--- config.mk ---
export PLATFORM = sky130hd
export DESIGN_NAME = pfe_core
export DESIGN_NICKNAME = d
export VERILOG_FILES = /design/src/pfe_pkg.sv /design/src/pfe_core.sv /design/src/pfe_fifo.sv
export VERILOG_INCLUDE_DIRS = /design/src /design/src/src
export SDC_FILE = /design/constraint.sdc
export NUM_CORES = 1
export LEC_CHECK = 0
export ABC_CLOCK_PERIOD_IN_PS = 2300
export BUFFER_PORTS_ARGS = -buffer_cell sky130_fd_sc_hd__buf_2
export CAP_MARGIN = 25
export CORE_MARGIN = 4
export CORE_UTILIZATION = 35
export CTS_BUF_LIST = sky130_fd_sc_hd__clkbuf_4
export DETAILED_ROUTE_END_ITERATION = 7
export GPL_ROUTABILITY_DRIVEN = 0
export PLACE_DENSITY_LB_ADDON = 0.3
export SYNTH_ARGS = -nofsm -noshare
export SYNTH_HDL_FRONTEND = slang
export SYNTH_HIERARCHICAL = 1
export SYNTH_SLANG_ARGS = --single-unit
--- constraint.sdc ---
create_clock -name clk_sys -period 2.3 [get_ports clk_sys]
set_input_delay 0.345 -clock clk_sys [delete_from_list [all_inputs] [get_ports clk_sys]]
set_output_delay 0.345 -clock clk_sys [all_outputs]
set_load 0.05 [all_outputs]
--- src/pfe_defines.svh ---
// Register offsets, field positions, strap codes, code groups and clock rates for the strap and coding block
`ifndef PFE_DEFINES_SVH
`define PFE_DEFINES_SVH
`define PFE_REG_CTRL 5'h00
`define PFE_REG_ADV 5'h04
`define PFE_CTRL_SPEED 13
`define PFE_CTRL_ANEN 12
`define PFE_CTRL_ISO 10
`define PFE_CTRL_DUPLEX 8
`define PFE_ADV_100FD 8
`define PFE_ADV_100HD 7
`define PFE_ADV_10FD 6
`define PFE_ADV_10HD 5
`define PFE_ADV_SEL 16'h0001
`define PFE_MODE_MII 3'h0
`define PFE_MODE_RMII 3'h1
`define PFE_MODE_PCSLB 3'h4
`define PFE_CG_IDLE 5'h1F
`define PFE_CG_J 5'h18
`define PFE_CG_K 5'h11
`define PFE_CG_T 5'h0D
`define PFE_CG_R 5'h07
`define PFE_SCR_SEED 11'h7FF
`define PFE_BIT_HZ 125000000
`define PFE_SYS_HZ 100000000
`endif

--- src/pfe_pkg.sv ---
// Types shared by the strap and coding block
package pfe_pkg;
  typedef enum logic [2:0] {
    PFE_TX_IDLE = 3'b001,
    PFE_TX_DATA = 3'b010,
    PFE_TX_END = 3'b100
  } pfe_tx_st_t;
  typedef enum logic [2:0] {
    PFE_RX_HUNT = 3'b001,
    PFE_RX_SSD = 3'b010,
    PFE_RX_DATA = 3'b100
  } pfe_rx_st_t;
  typedef struct packed {
    logic speed_100;
    logic autoneg_en;
    logic isolate;
    logic half_duplex;
    logic [2:0] if_mode;
  } pfe_strap_t;
  typedef struct packed {
    logic [4:0] data;
    logic valid;
  } pfe_mii_t;
endpackage : pfe_pkg

--- src/pfe_core.sv ---
// Strap capture, control registers and 100 Mbps coding path of the transceiver
`timescale 1ns/1ps
`include "pfe_defines.svh"
module pfe_core
  import pfe_pkg::*;
#(
  parameter int FIFO_DEPTH = 16
) (
  input wire logic clk_sys,
  input wire logic reset_n,
  input wire logic [6:0] strap_in,
  output logic [6:0] strap_out,
  output logic [6:0] strap_oe,
  output logic [6:0] strap_pull_en,
  input wire logic reg_wr,
  input wire logic reg_rd,
  input wire logic [4:0] reg_addr,
  input wire logic [15:0] reg_wdata,
  output logic [15:0] reg_rdata,
  output logic [2:0] if_mode,
  output logic [1:0] clk_div_sel,
  input wire logic tx_en,
  input wire logic [3:0] tx_data,
  output logic tx_ready,
  output logic [1:0] mlt3_out,
  input wire logic nrzi_in,
  output logic rx_dv,
  output logic [3:0] rx_data,
  output logic rx_er
);
  typedef struct packed {
    logic strap_done;
    pfe_strap_t strap;
    logic [15:0] ctrl;
    logic [15:0] adv;
    logic [15:0] rdata;
    pfe_tx_st_t tx_st;
    logic [4:0] tx_sh;
    logic [2:0] tx_cnt;
    logic [10:0] tx_scr;
    logic tx_nrzi;
    logic [1:0] mlt_phase;
    logic [1:0] mlt;
    logic [1:0] rx_sync;
    logic rx_prev;
    logic [10:0] rx_scr;
    logic rx_lock;
    logic [9:0] rx_sh;
    pfe_rx_st_t rx_st;
    logic [2:0] rx_cnt;
    logic rx_dv;
    logic [3:0] rx_data;
    logic rx_er;
  } pfe_st_t;
  pfe_st_t st_r, st_nxt;
  logic [4:0] fifo_out;
  logic fifo_valid, fifo_pop, fifo_ready, fifo_push;
  logic [4:0] cg;
  logic [3:0] dec_nib;
  logic dec_ok, tx_bit, scr_bit, nrz_bit, plain_bit, rx_key;
  logic [4:0] rx_cg;
  // MII nibble pushed toward the serialiser, with its fifth bit always zero
  assign fifo_push = tx_en && st_r.strap_done && st_r.ctrl[`PFE_CTRL_SPEED];
  assign tx_ready = fifo_ready;
  pfe_fifo #(.WIDTH(5), .DEPTH(FIFO_DEPTH)) u_fifo (
    .clk_sys(clk_sys),
    .reset_n(reset_n),
    .in_valid(fifo_push),
    .in_ready(fifo_ready),
    .in_data({1'b0, tx_data}),
    .out_valid(fifo_valid),
    .out_ready(fifo_pop),
    .out_data(fifo_out)
  );
  function automatic logic [4:0] enc4b5b(input logic [3:0] n);
    logic [4:0] c;
    c = 5'h00;
    case (n)
      4'h0: c = 5'h1E;
      4'h1: c = 5'h09;
      4'h2: c = 5'h14;
      4'h3: c = 5'h15;
      4'h4: c = 5'h0A;
      4'h5: c = 5'h0B;
      4'h6: c = 5'h0E;
      4'h7: c = 5'h0F;
      4'h8: c = 5'h12;
      4'h9: c = 5'h13;
      4'hA: c = 5'h16;
      4'hB: c = 5'h17;
      4'hC: c = 5'h1A;
      4'hD: c = 5'h1B;
      4'hE: c = 5'h1C;
      default: c = 5'h1D;
    endcase
    return c;
  endfunction : enc4b5b
  always_comb begin
    dec_ok = 1'b1;
    dec_nib = 4'h0;
    case (rx_cg)
      5'h1E: dec_nib = 4'h0;
      5'h09: dec_nib = 4'h1;
      5'h14: dec_nib = 4'h2;
      5'h15: dec_nib = 4'h3;
      5'h0A: dec_nib = 4'h4;
      5'h0B: dec_nib = 4'h5;
      5'h0E: dec_nib = 4'h6;
      5'h0F: dec_nib = 4'h7;
      5'h12: dec_nib = 4'h8;
      5'h13: dec_nib = 4'h9;
      5'h16: dec_nib = 4'hA;
      5'h17: dec_nib = 4'hB;
      5'h1A: dec_nib = 4'hC;
      5'h1B: dec_nib = 4'hD;
      5'h1C: dec_nib = 4'hE;
      5'h1D: dec_nib = 4'hF;
      default: dec_ok = 1'b0;
    endcase
  end
  assign rx_cg = st_r.rx_sh[4:0];
  // Serialiser reloads on the last bit of each code group
  assign fifo_pop = (st_r.tx_cnt == 3'h4) && (st_r.tx_st == PFE_TX_DATA);
  assign tx_bit = st_r.tx_sh[4];
  assign scr_bit = tx_bit ^ (st_r.ctrl[`PFE_CTRL_SPEED] & st_r.tx_scr[10]);
  assign nrz_bit = st_r.rx_sync[1] ^ st_r.rx_prev;
  // Register holds past key bits, so the current key is predicted from taps 11 and 9
  assign rx_key = st_r.rx_scr[10] ^ st_r.rx_scr[8];
  assign plain_bit = nrz_bit ^ (st_r.ctrl[`PFE_CTRL_SPEED] & rx_key);
  always_comb begin
    st_nxt = st_r;
    // Straps are caught on the first clock after release, never under async reset
    if (!st_r.strap_done) begin
      st_nxt.strap_done = 1'b1;
      st_nxt.strap.speed_100 = strap_in[0];
      st_nxt.strap.half_duplex = strap_in[1];
      st_nxt.strap.autoneg_en = strap_in[2];
      st_nxt.strap.isolate = strap_in[3];
      st_nxt.strap.if_mode = strap_in[6:4];
      st_nxt.ctrl[`PFE_CTRL_SPEED] = strap_in[0];
      st_nxt.ctrl[`PFE_CTRL_DUPLEX] = strap_in[1];
      st_nxt.ctrl[`PFE_CTRL_ANEN] = strap_in[2];
      st_nxt.ctrl[`PFE_CTRL_ISO] = strap_in[3];
      st_nxt.adv = `PFE_ADV_SEL;
      st_nxt.adv[`PFE_ADV_10HD] = 1'b1;
      st_nxt.adv[`PFE_ADV_10FD] = 1'b1;
      st_nxt.adv[`PFE_ADV_100HD] = strap_in[0];
      st_nxt.adv[`PFE_ADV_100FD] = strap_in[0];
    end else if (reg_wr) begin
      if (reg_addr == `PFE_REG_CTRL) st_nxt.ctrl = reg_wdata;
      if (reg_addr == `PFE_REG_ADV) st_nxt.adv = reg_wdata;
    end
    // Unmapped offsets read zero
    if (reg_rd) begin
      case (reg_addr)
        `PFE_REG_CTRL: st_nxt.rdata = st_r.ctrl;
        `PFE_REG_ADV: st_nxt.rdata = st_r.adv;
        default: st_nxt.rdata = 16'h0000;
      endcase
    end
    // Transmit: 5 bit times per code group
    st_nxt.tx_cnt = (st_r.tx_cnt == 3'h4) ? 3'h0 : st_r.tx_cnt + 3'h1;
    if (st_r.tx_cnt == 3'h4) begin
      case (st_r.tx_st)
        PFE_TX_IDLE: begin
          if (fifo_valid) begin
            st_nxt.tx_sh = `PFE_CG_J;
            st_nxt.tx_st = PFE_TX_DATA;
          end else begin
            st_nxt.tx_sh = `PFE_CG_IDLE;
          end
        end
        PFE_TX_DATA: begin
          if (fifo_valid) begin
            st_nxt.tx_sh = enc4b5b(fifo_out[3:0]);
          end else begin
            st_nxt.tx_sh = `PFE_CG_T;
            st_nxt.tx_st = PFE_TX_END;
          end
        end
        PFE_TX_END: begin
          st_nxt.tx_sh = `PFE_CG_R;
          st_nxt.tx_st = PFE_TX_IDLE;
        end
        default: st_nxt.tx_st = PFE_TX_IDLE;
      endcase
    end else begin
      st_nxt.tx_sh = {st_r.tx_sh[3:0], 1'b0};
    end
    // Known simplification: K of the start delimiter is folded into J
    st_nxt.tx_scr = {st_r.tx_scr[9:0], st_r.tx_scr[10] ^ st_r.tx_scr[8]};
    st_nxt.tx_nrzi = st_r.tx_nrzi ^ scr_bit;
    if (st_nxt.tx_nrzi != st_r.tx_nrzi) begin
      st_nxt.mlt_phase = st_r.mlt_phase + 2'h1;
      case (st_r.mlt_phase)
        2'h0: st_nxt.mlt = 2'b01;
        2'h1: st_nxt.mlt = 2'b00;
        2'h2: st_nxt.mlt = 2'b11;
        default: st_nxt.mlt = 2'b00;
      endcase
    end
    // Receive: line sampled through two flops, an edge between samples is a one
    st_nxt.rx_sync = {st_r.rx_sync[0], nrzi_in};
    st_nxt.rx_prev = st_r.rx_sync[1];
    st_nxt.rx_scr = {st_r.rx_scr[9:0], rx_key};
    // Self-synchronise: idle is all ones, so ciphertext reveals the key stream
    if (!st_r.rx_lock) begin
      st_nxt.rx_scr = {st_r.rx_scr[9:0], ~nrz_bit};
    end
    // Ten decoded ones prove the key; it then runs free so delimiters cannot spoil it
    if (st_r.rx_sh == 10'h3FF) st_nxt.rx_lock = 1'b1;
    st_nxt.rx_sh = {st_r.rx_sh[8:0], plain_bit};
    st_nxt.rx_cnt = (st_r.rx_cnt == 3'h4) ? 3'h0 : st_r.rx_cnt + 3'h1;
    case (st_r.rx_st)
      PFE_RX_HUNT: begin
        if (st_r.rx_lock && st_r.rx_sh[4:0] == `PFE_CG_J) begin
          st_nxt.rx_st = PFE_RX_DATA;
          st_nxt.rx_cnt = 3'h1;
        end
        st_nxt.rx_dv = 1'b0;
      end
      PFE_RX_SSD: st_nxt.rx_st = PFE_RX_DATA;
      PFE_RX_DATA: begin
        if (st_r.rx_cnt == 3'h0) begin
          if (rx_cg == `PFE_CG_T || rx_cg == `PFE_CG_IDLE) begin
            st_nxt.rx_st = PFE_RX_HUNT;
            st_nxt.rx_dv = 1'b0;
            st_nxt.rx_er = 1'b0;
          end else begin
            st_nxt.rx_dv = 1'b1;
            st_nxt.rx_data = dec_nib;
            st_nxt.rx_er = !dec_ok;
          end
        end
      end
      default: st_nxt.rx_st = PFE_RX_HUNT;
    endcase
    if (!st_r.ctrl[`PFE_CTRL_SPEED]) st_nxt.rx_dv = 1'b0;
  end
  always_ff @(posedge clk_sys or negedge reset_n) begin
    if (!reset_n) begin
      st_r <= '0;
      st_r.tx_st <= PFE_TX_IDLE;
      st_r.rx_st <= PFE_RX_HUNT;
      st_r.tx_sh <= `PFE_CG_IDLE;
      st_r.tx_scr <= `PFE_SCR_SEED;
    end else begin
      st_r <= st_nxt;
    end
  end
  assign reg_rdata = st_r.rdata;
  assign if_mode = st_r.strap.if_mode;
  // 00: 25 MHz ref, 01: 50 MHz ref, 10: loopback on 25 MHz, 11: reserved
  assign clk_div_sel = (st_r.strap.if_mode == `PFE_MODE_RMII) ? 2'h1 :
    (st_r.strap.if_mode == `PFE_MODE_PCSLB) ? 2'h2 :
    (st_r.strap.if_mode == `PFE_MODE_MII) ? 2'h0 : 2'h3;
  assign strap_oe = {7{st_r.strap_done}};
  assign strap_pull_en = {7{~st_r.strap_done}};
  assign strap_out = 7'h00;
  assign mlt3_out = st_r.mlt;
  assign rx_dv = st_r.rx_dv;
  assign rx_data = st_r.rx_data;
  assign rx_er = st_r.rx_er;
  strap_hold_a: assert property (@(posedge clk_sys) disable iff (!reset_n)
    $past(st_r.strap_done) |-> $stable(st_r.strap)) else $error("Strap changed");
  speed_cap_a: assert property (@(posedge clk_sys) disable iff (!reset_n)
    $rose(st_r.strap_done) |-> st_r.adv[`PFE_ADV_100HD] == st_r.strap.speed_100)
    else $error("Advertised speed mismatch");
  ctrl_strap_a: assert property (@(posedge clk_sys) disable iff (!reset_n)
    $rose(st_r.strap_done) |-> st_r.ctrl[`PFE_CTRL_SPEED] == $past(strap_in[0])
    && st_r.ctrl[`PFE_CTRL_DUPLEX] == $past(strap_in[1])) else $error("Strap capture");
  anen_iso_a: assert property (@(posedge clk_sys) disable iff (!reset_n)
    $rose(st_r.strap_done) |-> st_r.ctrl[`PFE_CTRL_ANEN] == $past(strap_in[2])
    && st_r.ctrl[`PFE_CTRL_ISO] == $past(strap_in[3])) else $error("Strap capture");
  pin_dir_a: assert property (@(posedge clk_sys) disable iff (!reset_n)
    strap_oe == ~strap_pull_en) else $error("Strap pin direction");
  group_len_a: assert property (@(posedge clk_sys) disable iff (!reset_n)
    st_r.tx_cnt == 3'h4 |=> st_r.tx_cnt == 3'h0 ##4 st_r.tx_cnt == 3'h4)
    else $error("Code group length");
  mlt_hold_a: assert property (@(posedge clk_sys) disable iff (!reset_n)
    $stable(st_r.tx_nrzi) |-> $stable(st_r.mlt)) else $error("MLT3 moved on zero");
  mlt_zero_a: assert property (@(posedge clk_sys) disable iff (!reset_n)
    st_r.mlt_phase[0] == 1'b0 |-> st_r.mlt == 2'b00) else $error("MLT3 phase");
  mode_sel_a: assert property (@(posedge clk_sys) disable iff (!reset_n)
    st_r.strap.if_mode == `PFE_MODE_RMII |-> clk_div_sel == 2'h1)
    else $error("RMII reference");
  no_scr10_a: assert property (@(posedge clk_sys) disable iff (!reset_n)
    !st_r.ctrl[`PFE_CTRL_SPEED] |-> scr_bit == tx_bit) else $error("Scrambled at 10M");
  hunt_lock_a: assert property (@(posedge clk_sys) disable iff (!reset_n)
    !st_r.rx_lock |-> st_r.rx_st == PFE_RX_HUNT && !st_r.rx_dv) else $error("Frame before lock");
endmodule : pfe_core

--- src/pfe_fifo.sv ---
// Parameterised FIFO between the MII transmit nibbles and the code-group serialiser
`timescale 1ns/1ps
module pfe_fifo
  import pfe_pkg::*;
#(
  parameter int WIDTH = 5,
  parameter int DEPTH = 16
) (
  input wire logic clk_sys,
  input wire logic reset_n,
  input wire logic in_valid,
  output logic in_ready,
  input wire logic [WIDTH-1:0] in_data,
  output logic out_valid,
  input wire logic out_ready,
  output logic [WIDTH-1:0] out_data
);
  localparam int AW = $clog2(DEPTH);
  typedef struct packed {
    logic [AW:0] wp;
    logic [AW:0] rp;
    logic [WIDTH-1:0] q;
    logic qv;
  } pfe_fifo_st_t;
  pfe_fifo_st_t st_r, st_nxt;
  logic [WIDTH-1:0] mem_r [DEPTH];
  logic full, empty, push, pop;
  assign full = (st_r.wp[AW] != st_r.rp[AW]) && (st_r.wp[AW-1:0] == st_r.rp[AW-1:0]);
  assign empty = st_r.wp == st_r.rp;
  assign in_ready = !full;
  assign push = in_valid && !full;
  // Registered read stage so read data leave a flip-flop
  assign pop = !empty && (!st_r.qv || out_ready);
  assign out_valid = st_r.qv;
  assign out_data = st_r.q;
  always_comb begin
    st_nxt = st_r;
    if (push) st_nxt.wp = st_r.wp + 1'b1;
    if (out_ready && st_r.qv) st_nxt.qv = 1'b0;
    if (pop) begin
      st_nxt.rp = st_r.rp + 1'b1;
      st_nxt.q = mem_r[st_r.rp[AW-1:0]];
      st_nxt.qv = 1'b1;
    end
  end
  always_ff @(posedge clk_sys or negedge reset_n) begin
    if (!reset_n) st_r <= '0;
    else st_r <= st_nxt;
  end
  always_ff @(posedge clk_sys) begin
    if (push) mem_r[st_r.wp[AW-1:0]] <= in_data;
  end
  fifo_level_a: assert property (@(posedge clk_sys) disable iff (!reset_n)
    (st_r.wp - st_r.rp) <= (AW+1)'(DEPTH)) else $error("FIFO level beyond depth");
endmodule : pfe_fifo

Word-level counts from Yosys, hierarchy flattened. Memories as Yosys holds them, arrays and structs flattened. A register that Yosys moved wholly into a read port is not among the register bits. Cells that the tools add are included.

Bits in registers: 127. RAM bits: 64. Bits in read-only memories: 80. Bits of input ports: 38. Output and inout port bits: 51. Logic and storage cells: 159. Memories: 2.

Add/subtract/negate cells: 5. Equal/unequal tests: 47. Mux-type cells: 39. Bitwise gates (word level): 11. Reductions and logical operators: 29.

Memory list: (no name shown) (words 16, bits a word 5, read ports 1, clocked after memory_dff 0, wr ports 0, RTL line pfe_core.sv:78) `case (n)`; u_fifo.mem_r (words 16, bits a word 4, read ports 1, clocked after memory_dff 1, wr ports 1, RTL line pfe_fifo.sv:26) `logic [WIDTH-1:0] mem_r [DEPTH];`.

Operator list (number): $eq 5x5->1 const B (13); $pmux 4 s15 (1); $mux 16 (2); $pmux 16 s2 (1); $eq 5x4->1 const B (6); $mux 30 (1); $mux 3 (8); $reduce_or 16->1 (1); $eq 3x3->1 const B (5); $pmux 5 s3 (1); $mux 14 (1); $mux 6 (2); $reduce_and 3->1 (4); $mux 1 (11); $add 5x1->5 const B (2); $eq 10x10->1 const B (1); $mux 5 (2); $ne 2x2->1 const B (5); $eq 3x1->1 const B (3); $pmux 3 s3 (1); $logic_and 1x1->1 (8); $mux 2 (4); $reduce_and 2->1 (4); $add 3x1->3 const B (2); 24 further kinds (42).

Depth between registers and ports, before layout.
Word-level depth: 8. Depth in mapped cells: 9. Depth with buffers taken out: 8.

Hierarchy. Netlist, hierarchy kept.

Modules (own cells, without submodules): pfe_core (instances 1, cells each 441, area each 5006.1 um^2, seq. area each 2875.3 um^2); pfe_fifo (instances 1, cells each 224, area each 4032.6 um^2, seq. area each 2802.7 um^2).

Worst setup path after synthesis. Ideal clock, no wire load.

Path type: reg2out. Start: register st_r, in the netlist strap_oe[0]. End: output port strap_pull_en[1]. Data arrival time: 1836 ps. Required time: 1955 ps. Path slack: 119 ps. Cell stages (with the launch flop): 5. Buffers on the path: 3. Cells stage by stage: dfrtp_1 > clkbuf_1 > inv_1 > clkbuf_1 > buf_4.

Cells in the longest elaborated chain, start to end: 1.

Ends and longest elaborated chain: start, declared (RTL line pfe_core.sv:55) `pfe_st_t st_r, st_nxt;`; start signal, assigned (RTL line pfe_core.sv:248) `st_r <= st_nxt;`; $not 1->1 (RTL line pfe_core.sv:258) `assign strap_pull_en = {7{~st_r.strap_done}};`; end, declared (RTL line pfe_core.sv:14) `output logic [6:0] strap_pull_en,`.

Every way passes these cells.

Worst setup path in the final report.
Start: register u_fifo/st_r[7] (netlist bit). End: register u_fifo/out_data[3] (netlist name).

Cells in the longest elaborated chain, start to end: 3.

Ends and longest elaborated chain: start, declared (RTL line pfe_fifo.sv:25) `pfe_fifo_st_t st_r, st_nxt;`; start signal, assigned (RTL line pfe_fifo.sv:48) `else st_r <= st_nxt;`; $eq 5x5->1 (RTL line pfe_fifo.sv:29) `assign empty = st_r.wp == st_r.rp;`; $logic_not 1->1 (RTL line pfe_fifo.sv:33) `assign pop = !empty && (!st_r.qv || out_ready);`; $logic_and 1x1->1 (RTL line pfe_fifo.sv:33).

Parallel ways exist; a longest one is shown, timed or not. A chain may end at the register's enable or synchronous reset.

==> results.py <==
metrics = {
    "drt": {
        "drc": 0,
        "routedWlPerCell_um": 15.9,
        "vias": 5031,
        "vias_per_cell": 4.81,
        "drtIter0Drc": 236,
        "antenna_left": 0,
        "dr.pass1.iters": 4,
        "wl_mm": 16.7,
    },
    "pwr": {
        "power.density_nw_per_um2": 930,
        "leakage_nw": 4.13,
        "ir_worst_vdd_mv": 0.404,
    },
    "final_layout": {
        "stdcell_area_um2": 9570,
        "syn2layout_area_growth_pct": 14.1,
        "final_nets": 761,
        "drive_above_1_share_pct": 29.0,
        "final_common_cell": "dfrtp_1",
        "final_cell_mix": "dfrtp_1 (108), buf_2 (72), edfxtp_1 (64)",
        "fillCellCount": 2247,
        "final_util_pct": 40.7,
    },
    "clock_tree": {
        "cts_buffers": 17,
        "cts_tree": "yes",
        "cts_max_path_buffers": 2,
        "clock_latency_ns": 0.58,
        "ctsRootBufferMaster": "clkbuf_4",
        "cts_max_level": 4,
        "cts_sinks": 193,
        "clkTransAtPathRegs_ns": 0.16,
    },
    "global_routing": {
        "grt_pass1_wl_mm": 27.5,
        "grt_pass1_vias": 5233,
        "grt_usage_pct": 13.0,
        "antenna_found_initial": 1,
        "grt_max_degree": 54,
        "grt_overflow": 0,
    },
    "sta": {
        "period_needed_ns": 2.21,
        "worst_slew_pin_slew_ns": 0.573,
        "timing.slew.headroom_pct": 61.5,
        "rsz0062_at_grt": "yes",
        "hold_viol": 0,
        "finalMaxSlewViolations": 0,
        "finalSetupViolCount": 0,
        "fin_crit_sh_pct": 96.0,
        "timing.fmax_mhz": 453,
        "hold_ws_ns": 0.0956,
        "skew_ns": 0.0244,
    },
    "setup_path": {
        "crit_required_ns": 2.75,
        "cpLargestDelayFamily": "multiplexers",
        "worst-path-max-fanout": 13,
        "cp-start-kind": "flip-flop",
        "critPathSlowestCell": "mux4_1",
        "crit_chain": "buf_12, buf_4, mux4_1, mux2_2, a22o_1, mux2_2",
        "critPathKind": "reg2reg",
        "cpMostUsedCell": "mux2_2",
        "r2r_setup_slack_ns": 0.09,
        "cp.arrival_ns": 2.66,
        "crit_buf_inv": 2,
        "max_stage_delay_ns": 0.57,
        "setup.worst_path.end_class": "flip-flop",
    },
    "placement": {
        "post-dp-hpwl_mm": 11.4,
        "post_dp_cell_area_um2": 8890,
        "io_buffers": 81,
    },
    "synth": {
        "yosysWarnings": 6,
        "avgSynthCellArea_um2": 13.2,
        "syn_inst": 637,
        "synthesis.area_um2": 8390,
    },
    "floorplanning": {
        "die_h_um": 163,
        "die_area_um2": 26500,
        "core-area_um2": 23500,
        "die_x_um": 163,
        "num_io_pins": 89,
        "start_util_pct": 35.6,
        "num_rows": 56,
    },
    "run_status": {
        "status": "complete, no violations",
    },
    "job": {
        "cap_violations": 0,
    },
    "hold_path": {
        "holdCritPathClass": "in2reg",
    },
}
-- power breakdown --
part / internal (mW) / switching, mW / total (mW)
combinational: 1.28 / 1.30 / 2.59
clock: 0.642 / 1.34 / 1.98
sequential: 3.96 / 0.378 / 4.34
total: 5.89 / 3.02 / 8.91
-- worst paths after layout --
check / from / to / cells past startpoint
worst min-delay path: strap_in[0] / st_r[109]$_DFFE_PN0P_ / 3
worst max register to register: u_fifo/st_r[7]$_DFFE_PN0P_ / u_fifo/out_data[3]$_DFFE_PN0P_ / 6
worst max-delay path: u_fifo/st_r[7]$_DFFE_PN0P_ / u_fifo/out_data[3]$_DFFE_PN0P_ / 6
worst min register to register: st_r[25]$_DFF_PN0_ / st_r[26]$_DFF_PN0_ / 0
min in group asynchronous: reset_n / rx_data[3]$_DFFE_PN0P_ / 2
max in group asynchronous: reset_n / st_nxt[44]$_DFF_PN1_ / 3
-- per-layer routing --
metal	vias up	wire length, um	part of all wire (%)	global-route usage (%)
met1	2554	7340	44	17.2
met5	-	0	0	0
met2	120	8440	51	21.8
met4	0	161	0.97	3.85
met3	11	704	4.2	2.81
li1	2346	-	-	-
-- timing repair --
action / 4_1_cts / 5_1_grt
resized for setup: 15 / 7
buffers inserted: 4 / 1
endpoints found under the setup margin: 8 / 7
hold buffers: 23 / 0
endpoints found under the hold margin: 62 / 0
pin swaps: 1 / 0
-- layout make-up --
type,instances,area [um^2],share of cell area (%)
flip-flops and latches,193,5180,54.1
clock inverters,15,204,2.13
well taps,319,399,4.17
diodes,1,2.50,0.0261
multi-input cells,341,2660,27.7
inverters,31,116,1.22
clock buffers,17,128,1.33
repair buffers,128,891,9.31
-- per-stage QoR --
stage | setup WS (ns) | TNS [ns] | power [mW] | std cells
2_1_floorplan | 0.119 | 0 | 6.26 | 643
3_3_place_gp | 0.228 | 0 | 6.75 | 984
3_5_place_dp | 0.158 | 0 | 6.83 | 984
4_1_cts | 0.00324 | 0 | 8.98 | 1043
5_1_grt | -0.0312 | -0.0312 | 9.46 | 1045
6_report | 0.0924 | 0 | 8.91 | 1045
-- registers in the layout (all words and copies together) (netlist names) --
register	count
rx_data	4
if_mode	3
st_r	65
rx_cg	5
reg_rdata	16
rx_er	1
strap_oe	1
u_fifo/out_valid	1
u_fifo/st_r	10
u_fifo/out_data	4
rx_dv	1
u_fifo/mem_r	64
mlt3_out	2
st_nxt	16
-- worst reg2reg max path: stages, from the launching register on --
cell     delay (ns)
dfrtp_1        0.40
buf_12         0.11
buf_4          0.22
mux4_1         0.58
mux2_2         0.27
a22o_1         0.25
mux2_2         0.27
Power figures use the tool's default switching activity.
